## src/verilog/sscb_map.svh

```systemverilog
// Register offsets, field positions, reset values and timing figures of the
// socket system control block. Assumes a 20 MHz aclk and byte addressing.
`ifndef SSCB_MAP_SVH
`define SSCB_MAP_SVH

// -----------------------------------------------------------------------
// Offsets
// -----------------------------------------------------------------------
`define SSCB_SYSCTL_OFS 8'h80
`define SSCB_INT_STATUS_OFS 8'h90
`define SSCB_INT_ENABLE_OFS 8'h94
`define SSCB_INT_CLEAR_OFS 8'h98

// -----------------------------------------------------------------------
// Field positions of system_level_control
// -----------------------------------------------------------------------
`define SSCB_TERM_DRIVE_BIT 22
`define SSCB_SUPPLY_PROT_BIT 21
`define SSCB_RSVD_FIELD_HI 20
`define SSCB_RSVD_FIELD_LO 16
`define SSCB_BURST_CARD_BIT 15
`define SSCB_BURST_HOST_BIT 14
`define SSCB_ACTIVITY_BIT 13
`define SSCB_ONE_BIT 12
`define SSCB_STREAM_BUSY_BIT 11
`define SSCB_UP_SETTLE_BIT 10
`define SSCB_DOWN_SETTLE_BIT 9
`define SSCB_INTERROG_BIT 8
`define SSCB_ZERO_BIT 7
`define SSCB_LOW_POWER_BIT 6
`define SSCB_ID_LOCK_BIT 5

// -----------------------------------------------------------------------
// Reset values
// -----------------------------------------------------------------------
`define SSCB_RSVD_FIELD_RST 5'h04
`define SSCB_INT_ENABLE_RST 3'h0

// -----------------------------------------------------------------------
// Timing
// -----------------------------------------------------------------------
`define SSCB_CLK_PERIOD_NS 50
`define SSCB_UP_DELAY_NS 50000
`define SSCB_DOWN_DELAY_NS 100000

`endif

```

## src/verilog/sscb_pkg.sv

```systemverilog
// Types shared by the socket system control block.
// Assumes sscb_map.svh supplies all numeric constants.
package sscb_pkg;

	// Control fields that leave the register bank as one bundle.
	typedef struct packed {
		logic reserved_terminal_drive;
		logic supply_protect_disable;
		logic [4:0] rsvd_field;
		logic read_burst_toward_card;
		logic read_burst_toward_host;
		logic low_power_enable;
		logic id_write_lock;
	} sscb_ctl_s;

	// Interrupt sources, one sticky status bit each.
	typedef struct packed {
		logic interrog_done;
		logic stream_done;
		logic activity;
	} sscb_evt_s;

endpackage

```

## src/verilog/sscb_settle.sv

```systemverilog
// Settling delay timer: busy from a start pulse until DELAY_CYCLES expire.
// Assumes start is a one-cycle pulse on aclk; clr drops it at once.
`timescale 1ns/1ps
module sscb_settle #(
	parameter int DELAY_CYCLES = 1000
) (
	input wire logic aclk,
	input wire logic aresetn,
	input wire logic clr,
	input wire logic start,
	output logic busy_q
);
	logic [15:0] cnt_q;

	initial begin
		if (DELAY_CYCLES < 1 || DELAY_CYCLES > 65535) begin
			$error("sscb_settle: DELAY_CYCLES out of range");
		end
	end

	// A fresh start restarts the whole delay, so a late command is never cut short.
	always_ff @(posedge aclk) begin
		if (!aresetn || clr) begin
			busy_q <= 1'b0;
			cnt_q <= 16'h0000;
		end else if (start) begin
			busy_q <= 1'b1;
			cnt_q <= 16'(DELAY_CYCLES - 1);
		end else if (busy_q) begin
			if (cnt_q == 16'h0000) begin
				busy_q <= 1'b0;
			end else begin
				cnt_q <= cnt_q - 16'h0001;
			end
		end
	end
endmodule // sscb_settle

```

## src/verilog/sscb_axil.sv

```systemverilog
// AXI4-Lite slave front end: one write and one read in flight at a time.
// Assumes the register bank answers hit flags and read data combinationally.
`timescale 1ns/1ps
module sscb_axil #(
	parameter int AW = 8
) (
	input wire logic aclk,
	input wire logic aresetn,
	input wire logic [AW-1:0] s_axil_awaddr,
	input wire logic s_axil_awvalid,
	output logic s_axil_awready,
	input wire logic [31:0] s_axil_wdata,
	input wire logic [3:0] s_axil_wstrb,
	input wire logic s_axil_wvalid,
	output logic s_axil_wready,
	output logic [1:0] s_axil_bresp,
	output logic s_axil_bvalid,
	input wire logic s_axil_bready,
	input wire logic [AW-1:0] s_axil_araddr,
	input wire logic s_axil_arvalid,
	output logic s_axil_arready,
	output logic [31:0] s_axil_rdata,
	output logic [1:0] s_axil_rresp,
	output logic s_axil_rvalid,
	input wire logic s_axil_rready,
	output logic wr_req,
	output logic [AW-1:0] wr_addr,
	output logic [31:0] wr_data,
	output logic [3:0] wr_strb,
	input wire logic wr_hit,
	output logic rd_req,
	input wire logic rd_hit,
	input wire logic [31:0] rd_data
);
	logic aw_have_q;
	logic w_have_q;

	assign s_axil_awready = !aw_have_q && !s_axil_bvalid;
	assign s_axil_wready = !w_have_q && !s_axil_bvalid;
	assign wr_req = aw_have_q && w_have_q;
	assign s_axil_arready = !s_axil_rvalid;
	assign rd_req = s_axil_arvalid && s_axil_arready;

	always_ff @(posedge aclk) begin
		if (!aresetn) begin
			aw_have_q <= 1'b0;
			wr_addr <= '0;
		end else if (s_axil_awvalid && s_axil_awready) begin
			aw_have_q <= 1'b1;
			wr_addr <= s_axil_awaddr;
		end else if (wr_req) begin
			aw_have_q <= 1'b0;
		end
	end

	always_ff @(posedge aclk) begin
		if (!aresetn) begin
			w_have_q <= 1'b0;
			wr_data <= 32'h0000_0000;
			wr_strb <= 4'h0;
		end else if (s_axil_wvalid && s_axil_wready) begin
			w_have_q <= 1'b1;
			wr_data <= s_axil_wdata;
			wr_strb <= s_axil_wstrb;
		end else if (wr_req) begin
			w_have_q <= 1'b0;
		end
	end

	// Unmapped addresses answer DECERR so software sees the miss.
	always_ff @(posedge aclk) begin
		if (!aresetn) begin
			s_axil_bvalid <= 1'b0;
			s_axil_bresp <= 2'h0;
		end else if (wr_req) begin
			s_axil_bvalid <= 1'b1;
			s_axil_bresp <= wr_hit ? 2'h0 : 2'h3;
		end else if (s_axil_bready) begin
			s_axil_bvalid <= 1'b0;
		end
	end

	always_ff @(posedge aclk) begin
		if (!aresetn) begin
			s_axil_rvalid <= 1'b0;
			s_axil_rdata <= 32'h0000_0000;
			s_axil_rresp <= 2'h0;
		end else if (rd_req) begin
			s_axil_rvalid <= 1'b1;
			s_axil_rdata <= rd_hit ? rd_data : 32'h0000_0000;
			s_axil_rresp <= rd_hit ? 2'h0 : 2'h3;
		end else if (s_axil_rready) begin
			s_axil_rvalid <= 1'b0;
		end
	end
endmodule // sscb_axil

```

## src/verilog/sscb_ctrl.sv

```systemverilog
// Socket system control bank: bits 22..5 of system_level_control plus a
// small interrupt block, reached over AXI4-Lite.
// Assumes one 20 MHz clock, synchronous resets and inputs already on aclk.
`timescale 1ns/1ps
`include "sscb_map.svh"

module sscb_ctrl #(
	parameter int AW = 8,
	parameter int UP_DELAY_CYCLES =
		(`SSCB_UP_DELAY_NS + `SSCB_CLK_PERIOD_NS - 1) / `SSCB_CLK_PERIOD_NS,
	parameter int DOWN_DELAY_CYCLES =
		(`SSCB_DOWN_DELAY_NS + `SSCB_CLK_PERIOD_NS - 1) / `SSCB_CLK_PERIOD_NS
) (
	input wire logic aclk,
	input wire logic aresetn,
	input wire logic bus_reset_n,
	input wire logic pme_enable,
	input wire logic [AW-1:0] s_axil_awaddr,
	input wire logic s_axil_awvalid,
	output logic s_axil_awready,
	input wire logic [31:0] s_axil_wdata,
	input wire logic [3:0] s_axil_wstrb,
	input wire logic s_axil_wvalid,
	output logic s_axil_wready,
	output logic [1:0] s_axil_bresp,
	output logic s_axil_bvalid,
	input wire logic s_axil_bready,
	input wire logic [AW-1:0] s_axil_araddr,
	input wire logic s_axil_arvalid,
	output logic s_axil_arready,
	output logic [31:0] s_axil_rdata,
	output logic [1:0] s_axil_rresp,
	output logic s_axil_rvalid,
	input wire logic s_axil_rready,
	input wire logic card_access,
	input wire logic card32_present,
	input wire logic pwr_stream_active,
	input wire logic pwr_sent_up,
	input wire logic pwr_sent_down,
	input wire logic interrogate_active,
	output sscb_pkg::sscb_ctl_s ctl_q,
	output logic rsvd_term_out,
	output logic rsvd_term_oe_n_q,
	output logic irq_q
);
	// -----------------------------------------------------------------------
	// Elaboration checks
	// -----------------------------------------------------------------------
	initial begin
		if (AW < 8 || AW > 32) begin
			$error("sscb_ctrl: AW must lie in 8..32");
		end
	end

	// -----------------------------------------------------------------------
	// Signals
	// -----------------------------------------------------------------------
	logic wr_req;
	logic [AW-1:0] wr_addr;
	logic [31:0] wr_data;
	logic [3:0] wr_strb;
	logic wr_hit;
	logic rd_req;
	logic rd_hit;
	logic [31:0] rd_data;
	logic wr_sys;
	logic rd_sys;
	logic activity_q;
	logic stream_busy_q;
	logic up_busy;
	logic down_busy;
	logic interrog_q;
	logic ctx_clr;
	logic [31:0] sys_word;
	logic [31:0] sys_new;
	sscb_pkg::sscb_evt_s evt;
	sscb_pkg::sscb_evt_s status_q;
	sscb_pkg::sscb_evt_s enable_q;
	sscb_pkg::sscb_evt_s clear_w;

	// -----------------------------------------------------------------------
	// Functions
	// -----------------------------------------------------------------------
	function automatic logic is_ofs(input logic [AW-1:0] a, input logic [7:0] ofs);
		is_ofs = (a == AW'(ofs));
	endfunction

	// Byte lanes without a strobe keep their old contents.
	function automatic logic [31:0] merge(input logic [31:0] old,
		input logic [31:0] nw, input logic [3:0] strb);
		logic [31:0] r;
		r = old;
		for (int i = 0; i < 4; i++) begin
			if (strb[i]) begin
				r[i*8 +: 8] = nw[i*8 +: 8];
			end
		end
		merge = r;
	endfunction

	// -----------------------------------------------------------------------
	// Bus front end and decode
	// -----------------------------------------------------------------------
	sscb_axil #(
		.AW(AW)
	) u_axil (
		.aclk(aclk),
		.aresetn(aresetn),
		.s_axil_awaddr(s_axil_awaddr),
		.s_axil_awvalid(s_axil_awvalid),
		.s_axil_awready(s_axil_awready),
		.s_axil_wdata(s_axil_wdata),
		.s_axil_wstrb(s_axil_wstrb),
		.s_axil_wvalid(s_axil_wvalid),
		.s_axil_wready(s_axil_wready),
		.s_axil_bresp(s_axil_bresp),
		.s_axil_bvalid(s_axil_bvalid),
		.s_axil_bready(s_axil_bready),
		.s_axil_araddr(s_axil_araddr),
		.s_axil_arvalid(s_axil_arvalid),
		.s_axil_arready(s_axil_arready),
		.s_axil_rdata(s_axil_rdata),
		.s_axil_rresp(s_axil_rresp),
		.s_axil_rvalid(s_axil_rvalid),
		.s_axil_rready(s_axil_rready),
		.wr_req(wr_req),
		.wr_addr(wr_addr),
		.wr_data(wr_data),
		.wr_strb(wr_strb),
		.wr_hit(wr_hit),
		.rd_req(rd_req),
		.rd_hit(rd_hit),
		.rd_data(rd_data)
	);

	assign wr_hit = is_ofs(wr_addr, `SSCB_SYSCTL_OFS) ||
		is_ofs(wr_addr, `SSCB_INT_ENABLE_OFS) ||
		is_ofs(wr_addr, `SSCB_INT_CLEAR_OFS);
	assign rd_hit = is_ofs(s_axil_araddr, `SSCB_SYSCTL_OFS) ||
		is_ofs(s_axil_araddr, `SSCB_INT_STATUS_OFS) ||
		is_ofs(s_axil_araddr, `SSCB_INT_ENABLE_OFS) ||
		is_ofs(s_axil_araddr, `SSCB_INT_CLEAR_OFS);
	assign wr_sys = wr_req && is_ofs(wr_addr, `SSCB_SYSCTL_OFS);
	assign rd_sys = rd_req && is_ofs(s_axil_araddr, `SSCB_SYSCTL_OFS);

	// -----------------------------------------------------------------------
	// Read data
	// -----------------------------------------------------------------------
	always_comb begin
		sys_word = 32'h0000_0000;
		sys_word[`SSCB_TERM_DRIVE_BIT] = ctl_q.reserved_terminal_drive;
		sys_word[`SSCB_SUPPLY_PROT_BIT] = ctl_q.supply_protect_disable;
		sys_word[`SSCB_RSVD_FIELD_HI:`SSCB_RSVD_FIELD_LO] = ctl_q.rsvd_field;
		sys_word[`SSCB_BURST_CARD_BIT] = ctl_q.read_burst_toward_card;
		sys_word[`SSCB_BURST_HOST_BIT] = ctl_q.read_burst_toward_host;
		sys_word[`SSCB_ACTIVITY_BIT] = activity_q;
		sys_word[`SSCB_ONE_BIT] = 1'b1;
		sys_word[`SSCB_STREAM_BUSY_BIT] = stream_busy_q;
		sys_word[`SSCB_UP_SETTLE_BIT] = up_busy;
		sys_word[`SSCB_DOWN_SETTLE_BIT] = down_busy;
		sys_word[`SSCB_INTERROG_BIT] = interrog_q;
		sys_word[`SSCB_ZERO_BIT] = 1'b0;
		sys_word[`SSCB_LOW_POWER_BIT] = ctl_q.low_power_enable;
		sys_word[`SSCB_ID_LOCK_BIT] = ctl_q.id_write_lock;
	end

	always_comb begin
		rd_data = 32'h0000_0000;
		if (is_ofs(s_axil_araddr, `SSCB_SYSCTL_OFS)) begin
			rd_data = sys_word;
		end else if (is_ofs(s_axil_araddr, `SSCB_INT_STATUS_OFS)) begin
			rd_data[2:0] = status_q;
		end else if (is_ofs(s_axil_araddr, `SSCB_INT_ENABLE_OFS)) begin
			rd_data[2:0] = enable_q;
		end
	end

	// -----------------------------------------------------------------------
	// Control fields
	// -----------------------------------------------------------------------
	assign sys_new = merge(sys_word, wr_data, wr_strb);

	// Only the global reset restores these; the bus reset is not looked at.
	always_ff @(posedge aclk) begin
		if (!aresetn) begin
			ctl_q.reserved_terminal_drive <= 1'b1;
			ctl_q.supply_protect_disable <= 1'b0;
			ctl_q.rsvd_field <= `SSCB_RSVD_FIELD_RST;
			ctl_q.read_burst_toward_card <= 1'b1;
			ctl_q.read_burst_toward_host <= 1'b0;
			ctl_q.low_power_enable <= 1'b1;
			ctl_q.id_write_lock <= 1'b1;
		end else if (wr_sys) begin
			ctl_q.reserved_terminal_drive <= sys_new[`SSCB_TERM_DRIVE_BIT];
			ctl_q.supply_protect_disable <= sys_new[`SSCB_SUPPLY_PROT_BIT];
			// Stored as written; software is trusted to write back what it read.
			ctl_q.rsvd_field <= sys_new[`SSCB_RSVD_FIELD_HI:`SSCB_RSVD_FIELD_LO];
			ctl_q.read_burst_toward_card <= sys_new[`SSCB_BURST_CARD_BIT];
			ctl_q.read_burst_toward_host <= sys_new[`SSCB_BURST_HOST_BIT];
			ctl_q.low_power_enable <= sys_new[`SSCB_LOW_POWER_BIT];
			ctl_q.id_write_lock <= sys_new[`SSCB_ID_LOCK_BIT];
		end
	end

	// The terminals are only ever pulled low, never driven high.
	assign rsvd_term_out = 1'b0;

	always_ff @(posedge aclk) begin
		if (!aresetn) begin
			rsvd_term_oe_n_q <= 1'b1;
		end else begin
			rsvd_term_oe_n_q <= !(ctl_q.reserved_terminal_drive && card32_present);
		end
	end

	// -----------------------------------------------------------------------
	// Status bits
	// -----------------------------------------------------------------------
	always_ff @(posedge aclk) begin
		if (!aresetn) begin
			activity_q <= 1'b0;
		end else if (card_access) begin
			activity_q <= 1'b1;
		end else if (rd_sys) begin
			activity_q <= 1'b0;
		end
	end

	// With power events enabled the context bits survive a bus reset.
	assign ctx_clr = !bus_reset_n && !pme_enable;

	sscb_settle #(
		.DELAY_CYCLES(UP_DELAY_CYCLES)
	) u_up_settle (
		.aclk(aclk),
		.aresetn(aresetn),
		.clr(ctx_clr),
		.start(pwr_sent_up),
		.busy_q(up_busy)
	);

	sscb_settle #(
		.DELAY_CYCLES(DOWN_DELAY_CYCLES)
	) u_down_settle (
		.aclk(aclk),
		.aresetn(aresetn),
		.clr(ctx_clr),
		.start(pwr_sent_down),
		.busy_q(down_busy)
	);

	always_ff @(posedge aclk) begin
		if (!aresetn) begin
			stream_busy_q <= 1'b0;
		end else begin
			stream_busy_q <= pwr_stream_active || pwr_sent_up || pwr_sent_down ||
				up_busy || down_busy;
		end
	end

	always_ff @(posedge aclk) begin
		if (!aresetn || ctx_clr) begin
			interrog_q <= 1'b0;
		end else begin
			interrog_q <= interrogate_active;
		end
	end

	// -----------------------------------------------------------------------
	// Interrupts
	// -----------------------------------------------------------------------
	assign evt.activity = card_access;
	assign evt.stream_done = stream_busy_q && !(pwr_stream_active || pwr_sent_up ||
		pwr_sent_down || up_busy || down_busy);
	assign evt.interrog_done = interrog_q && !interrogate_active && !ctx_clr;
	assign clear_w = (wr_req && is_ofs(wr_addr, `SSCB_INT_CLEAR_OFS)) ?
		sscb_pkg::sscb_evt_s'(wr_data[2:0]) : 3'h0;

	// A new event beats a clear in the same cycle.
	always_ff @(posedge aclk) begin
		if (!aresetn) begin
			status_q <= 3'h0;
		end else begin
			status_q <= (status_q & ~clear_w) | evt;
		end
	end

	always_ff @(posedge aclk) begin
		if (!aresetn) begin
			enable_q <= `SSCB_INT_ENABLE_RST;
		end else if (wr_req && is_ofs(wr_addr, `SSCB_INT_ENABLE_OFS) && wr_strb[0]) begin
			enable_q <= wr_data[2:0];
		end
	end

	always_ff @(posedge aclk) begin
		if (!aresetn) begin
			irq_q <= 1'b0;
		end else begin
			irq_q <= |(((status_q & ~clear_w) | evt) & enable_q);
		end
	end

	logic rd_sys_q;
	always_ff @(posedge aclk) begin
		if (!aresetn) begin
			rd_sys_q <= 1'b0;
		end else if (rd_req) begin
			rd_sys_q <= is_ofs(s_axil_araddr, `SSCB_SYSCTL_OFS);
		end
	end
endmodule // sscb_ctrl

```

## config.mk

```make
export PLATFORM = sky130hd
export DESIGN_NAME = sscb_ctrl
export DESIGN_NICKNAME = d
export VERILOG_FILES = /design/src/verilog/sscb_pkg.sv /design/src/verilog/sscb_settle.sv /design/src/verilog/sscb_axil.sv /design/src/verilog/sscb_ctrl.sv
export VERILOG_INCLUDE_DIRS = /design/src /design/src/verilog
export SDC_FILE = /design/constraint.sdc
export NUM_CORES = 1
export LEC_CHECK = 0
export CAP_MARGIN = 30
export CORE_UTILIZATION = 50
export CTS_BUF_LIST = sky130_fd_sc_hd__clkbuf_2 sky130_fd_sc_hd__clkbuf_4 sky130_fd_sc_hd__clkbuf_8
export DETAILED_ROUTE_END_ITERATION = 8
export DONT_BUFFER_PORTS = 1
export GPL_TIMING_DRIVEN = 0
export PLACE_DENSITY = 0.71
export SYNTH_ARGS = -nofsm -noshare
export SYNTH_HDL_FRONTEND = slang
export SYNTH_SLANG_ARGS = --single-unit
```

## constraint.sdc

```tcl
create_clock -name aclk -period 2.35 [get_ports aclk]
set_clock_uncertainty 0.05 [all_clocks]
set_input_delay 0.1175 -clock aclk [delete_from_list [all_inputs] [get_ports aclk]]
set_output_delay 0.1175 -clock aclk [all_outputs]
set_load 0.02 [all_outputs]
```

-- Yosys cells after proc, flatten, opt, wreduce, memory -nomap -nowiden
Index checks and enable logic that the tools add are counted.
- input port bits: 67
- bits in registers: 130
- equal/unequal tests: 9
- reductions and logical operators: 56
- bitwise operators: 6
- multiplexer cells: 29
- add/sub/neg operators: 2
- operators by type and width (kind ; number):
    $eq A8 B8 Y1 const B ; 7
    $mux W11 ; 3
    $logic_not A16 Y1 ; 2
    $sub A16 B1 Y16 const B ; 2
    $mux W10 ; 3
    $mux W23 ; 1
    $mux W20 ; 1
    $logic_and A1 B1 Y1 ; 16
    $mux W1 ; 15
    $reduce_and A2 Y1 ; 7
    $reduce_bool A2 Y1 ; 7
    $mux W3 ; 4
    $logic_not A1 Y1 ; 11
    $logic_or A1 B1 Y1 ; 10
    $and A3 B3 Y3 ; 2
    $mux W2 ; 2
    $ne A2 B2 Y1 const B ; 2
    $reduce_or A2 Y1 ; 2
    $not A3 Y3 ; 1
    $or A3 B3 Y3 ; 1
    $reduce_or A3 Y1 ; 1
    $not A1 Y1 ; 2

-- Longest topological paths before layout
- depth after elaboration: 9
- gate-level depth with buffers: 7
- mapped depth without buffers: 6

-- By module
A second synthesis with hierarchy kept.
- cells, all modules: 720
- area total of the unflattened synthesis: 6052.1 um^2
- by module, submodules not included (module ; instances ; cells each ; area each (um^2)):
    sscb_axil ; 1 ; 369 ; 3020.4
    sscb_ctrl ; 1 ; 139 ; 1188.6
    sscb_settle at u_up_settle ; 1 ; 111 ; 972.2
    sscb_settle at u_down_settle ; 1 ; 101 ; 870.8

-- Least setup slack after synthesis
Ideal clock, no wire load.
- path type: register -> register
- start: reg u_up_settle.cnt_q[6]
- end: reg u_up_settle.cnt_q[14]
- stages on the path, launching flop included: 7
- setup time: 0.070 ns
- buffers on the path: 2
- required time: 2.230 ns
- path slack: 0.177 ns
- arrival: 2.053 ns
- cell sequence: dfxtp_1 -> or4_4 -> buf_6 -> or3_4 -> buf_6 -> or4_1 -> a21oi_1
- longest elaborated chain between the ends: 3
- elaborated cells on any way between the ends: 4
- ends and longest elaborated chain (what ; line ; text):
    from (decl) ; sscb_settle.sv:13 ; logic [15:0] cnt_q;
    from (signal assigned) ; sscb_settle.sv:28 ; cnt_q <= 16'(DELAY_CYCLES - 1);
    from (signal assigned) ; sscb_settle.sv:33 ; cnt_q <= cnt_q - 16'h0001;
    parallel branches: the longest is 3 deep, another holds $sub A16 B1 Y16 ; - ;
Parallel ways; which one is timed is not known.
A chain may end at the register's enable or synchronous reset.

-- Final worst setup path
- start: reg u_up_settle.cnt_q[9]
- end: reg u_up_settle.cnt_q[14]
Same word-level chain as after synthesis.

==> results by group <==
Critical path
  – Worst Setup Start Kind: register
  – Internal reg-to-reg setup slack: 0.08 ns
  – Crit path depth: 6
  – Critical path class: reg -> reg
  – Critical path arrival: 2.51 ns
  – CP Capture Type: register
  – Crit Path Max Fanout: 9
  – Reg2reg start: u_up_settle.cnt_q[9]
  – Delay-heaviest family, CP: simple AND/OR/NAND/NOR gates
  – Crit path buf inv count: 2
  – Crit-path slowest cell: or4_4
  – Critical path capture point: u_up_settle.cnt_q[14]
  – Reg-to-Reg End: u_up_settle.cnt_q[14]
  – Max stage delay on crit path: 0.54 ns
  – Cells along the critical path: or4_4 > buf_6 > or3_4 > buf_6 > or4_1 > a21oi_1
  – Crit-path most repeated cell: buf_6
  – Reg2reg path depth: 6
  – Worst setup path start: u_up_settle.cnt_q[9]
  – Worst path required time: 2.60 ns

CTS
  – CTS clk-pin slew, worst paths: 0.10 ns
  – CTS tree: done
  – Post-CTS Setup Bufs: 0
  – H-tree Lvls: 3
  – CTS Buffer Depth: 2
  – Worst-Skew Late Latency: 0.37 ns
  – Root Buffer: clkbuf_8
  – Total CTS buffers: 9
  – CTS Sinks: 107

Floorplan
  – Die area: 0.01005 mm^2
  – DIE WIDTH: 100.3 um
  – I/O pins: 122
  – Row count: 35
  – Starting density of the core: 0.5201
  – Die height: 100.3 um
  – Core box area: 0.009284 mm^2

Final layout
  – Filler Cell Count: 840
  – Finished Cell Area: 0.005602 mm^2
  – Area Overhead vs Synth: 16.01%
  – FF+latch area: 0.002143 mm^2
  – Diode count: 0
  – Layout cells sized above 1: 0.08072
  – Footprint of the multi-input gates: 0.002477 mm^2
  – Post-layout net count: 672
  – Fin cells: 736

GRT
  – Gr usage total: 0.2276
  – Gr ovfl total: 0
  – Vias in the first global route: 3,810
  – Initial antenna violation count: 0
  – Largest net degree at the start of global routing: 20
  – First-pass GRT wire length: 18,140 um

Timing
  – Final hold vios: 0
  – Maximum operating frequency: 441.0 MHz
  – Fin Setup TNS: 0 ns
  – Worst Tran Pin Value: 0.6314 ns
  – Worst rel slew slack: 0.5755
  – Hold Slack: 0.02667 ns
  – RSZ-0062 raised after global routing: no
  – Max-slew violation count: 0
  – Setup violations, final: 0
  – Fin crit period: 2.268 ns
  – Post-route clock period utilization: 0.9649

Yosys
  – Ys Warns: 0
  – Main area contributors after synthesis: dfxtp_1 (44%), nand2_1 (5.7%), nor2b_1 (4.5%)
  – Post-synth EDFFs: 0
  – Area fraction of the dominant cell type after synthesis: 0.4436
  – Main synth FF type: dfxtp_1
  – Top cells by count, synth: dfxtp_1 (107), nand2_1 (73), nor2b_1 (35)
  – Syn_area_per_cell: 8.859 um^2
  – Synthesized flop and latch total: 107
  – Async S/R FF share, synth: 0
  – Synthesized instance count: 545
  – Synth cell types: 53
  – Seq/Total Area, Yosys: 0.4436
  – Count leader, synth: dfxtp_1
  – Cell taking the most area after synthesis: dfxtp_1
  – Cell Area, Synth: 0.004828 mm^2

Status
  – Outcome: finished, final reports clean

Drt
  – Final WL: 11,170 um
  – Vias: 4,107
  – Routed Antenna Nets: 0
  – Drc violations: 0
  – Post-DR wirelength/cell: 15.17 um
  – Drt first pass iters: 5
  – Detailed-route vias per instance: 5.580
  – Initial DRC count: 176

Run
  – Max cap viols: 0

Placed design
  – Post-DP Area: 0.005035 mm^2
  – Final Wtd Congestion: 0.8209
  – Dpl cells: 686
  – Port bufs: 0
  – HPWL after DPL: 8086 um

Pwr
  – Peak VDD IR: 0.0004148 V
  – Design Power: 0.003575 W
  – Pwr Density: 638.2 mW/mm^2
  – Pleak: 2.066 nW

Worst hold path
  – Worst Hold Class: in -> reg
[layout by cell type, fill, tap and decap left out, drive strengths merged, types with 3 or more instances in the layout]
master       instances
dlygate4sd3         34
nand2b               6
mux2i               18
dfxtp              107
nand2               73
nor2                16
nor2b               35
buf                 18
o21ai               14
conb                13
inv                 15
ha                   3
clkbuf              36
o21a                 6
nand4b               5
a21boi              28
nand4                8
and4                 5
a41oi                3
a22oi               19
nor3                13
or2                  5
a31oi               10
or4                 16
o41ai                3
or3                 15
and2                 4
nor4                 8
a311oi               3
o211ai               3
o31ai               13
a21oi               20
a211oi               3
nand3                8
clkinv               3
[how the worst min path moves through the flow]
| stage | from | end | slack (ns) | cells past startpoint |
|---|---|---|---|---|
| 4_1_cts | aresetn | u_down_settle.busy_q | 0.02 | 2 |
| 3_3_place_gp | card32_present | rsvd_term_oe_n_q | 0.16 | 1 |
| 2_1_floorplan | card32_present | rsvd_term_oe_n_q | 0.15 | 1 |
| 5_1_grt | aresetn | u_down_settle.busy_q | 0.03 | 2 |
| 3_5_place_dp | card32_present | rsvd_term_oe_n_q | 0.17 | 1 |
| 6_report | s_axil_araddr[2] | u_axil.s_axil_rdata[1] | 0.03 | 4 |
[sequential cells by signal, summed over array words and instances, names as in the netlist, 3 cells and up]
signal	cells
u_axil.s_axil_rdata	20
u_down_settle.cnt_q	16
u_up_settle.cnt_q	16
u_axil.wr_data	14
ctl_q	11
u_axil.wr_addr	8
enable_q	3
status_q	3
u_axil.wr_strb	3
[layout make-up]
cell class                      count  area share
Clock inverter                      5    0.009158
Tap cell                          129     0.02881
Clock buffer                       11     0.02591
Sequential cell                   107      0.3826
Timing Repair Buffer               34     0.06075
Buffer                             43     0.04177
Inverter                           13    0.008711
Multi-Input combinational cell    394      0.4423
[worst min-delay path: cells and delay by family]
kind / cells / cell delay (ns)
simple gates: 2 / 0.15
compound gates: 2 / 0.14
[through the flow]
stage	utilization	setup WS, ns
5_1_grt	0.6034	0.008591
3_3_place_gp	0.5423	-0.002668
2_1_floorplan	-	0.1771
6_report	0.6034	0.08248
4_1_cts	0.6009	0.06713
3_5_place_dp	0.5423	-0.02911
[what timing repair did]
action / 4_1_cts / 5_1_grt
endpoints found under the hold margin: 34 / 0
pin swaps: 0 / 0
resized for setup: 2 / 4
hold buffers: 34 / 0
cloned: 0 / 0
setup endpoints to repair: 6 / 6
[kinds of logic after synthesis]
group                    synth area share
other                           0.0007767
multiplexers                      0.03965
buffers and inverters             0.05831
flip-flops                         0.4436
adder cells (fa/ha/maj)          0.007775
AO/OA/AOI/OAI                      0.1866
AND/OR/NAND/NOR                    0.2615
XOR/XNOR                         0.001814
[report_power, final]
| group | leakage, nW | switching [W] | internal (W) |
|---|---|---|---|
| Combinational | 1.09 | 0.000294 | 0.000212 |
| Clock | 0.102 | 0.000660 | 0.000452 |
| Sequential | 0.874 | 0.0000714 | 0.00188 |
[layer usage]
metal / GRT usage / share of wire / wire (um)
met4: 0.04459 / 0.0049 / 55
met1: 0.2805 / 0.45 / 4985
met2: 0.4009 / 0.49 / 5504
met3: 0.05919 / 0.056 / 622
met5: 0 / 0 / 0
Power figures use the tool's default switching activity.
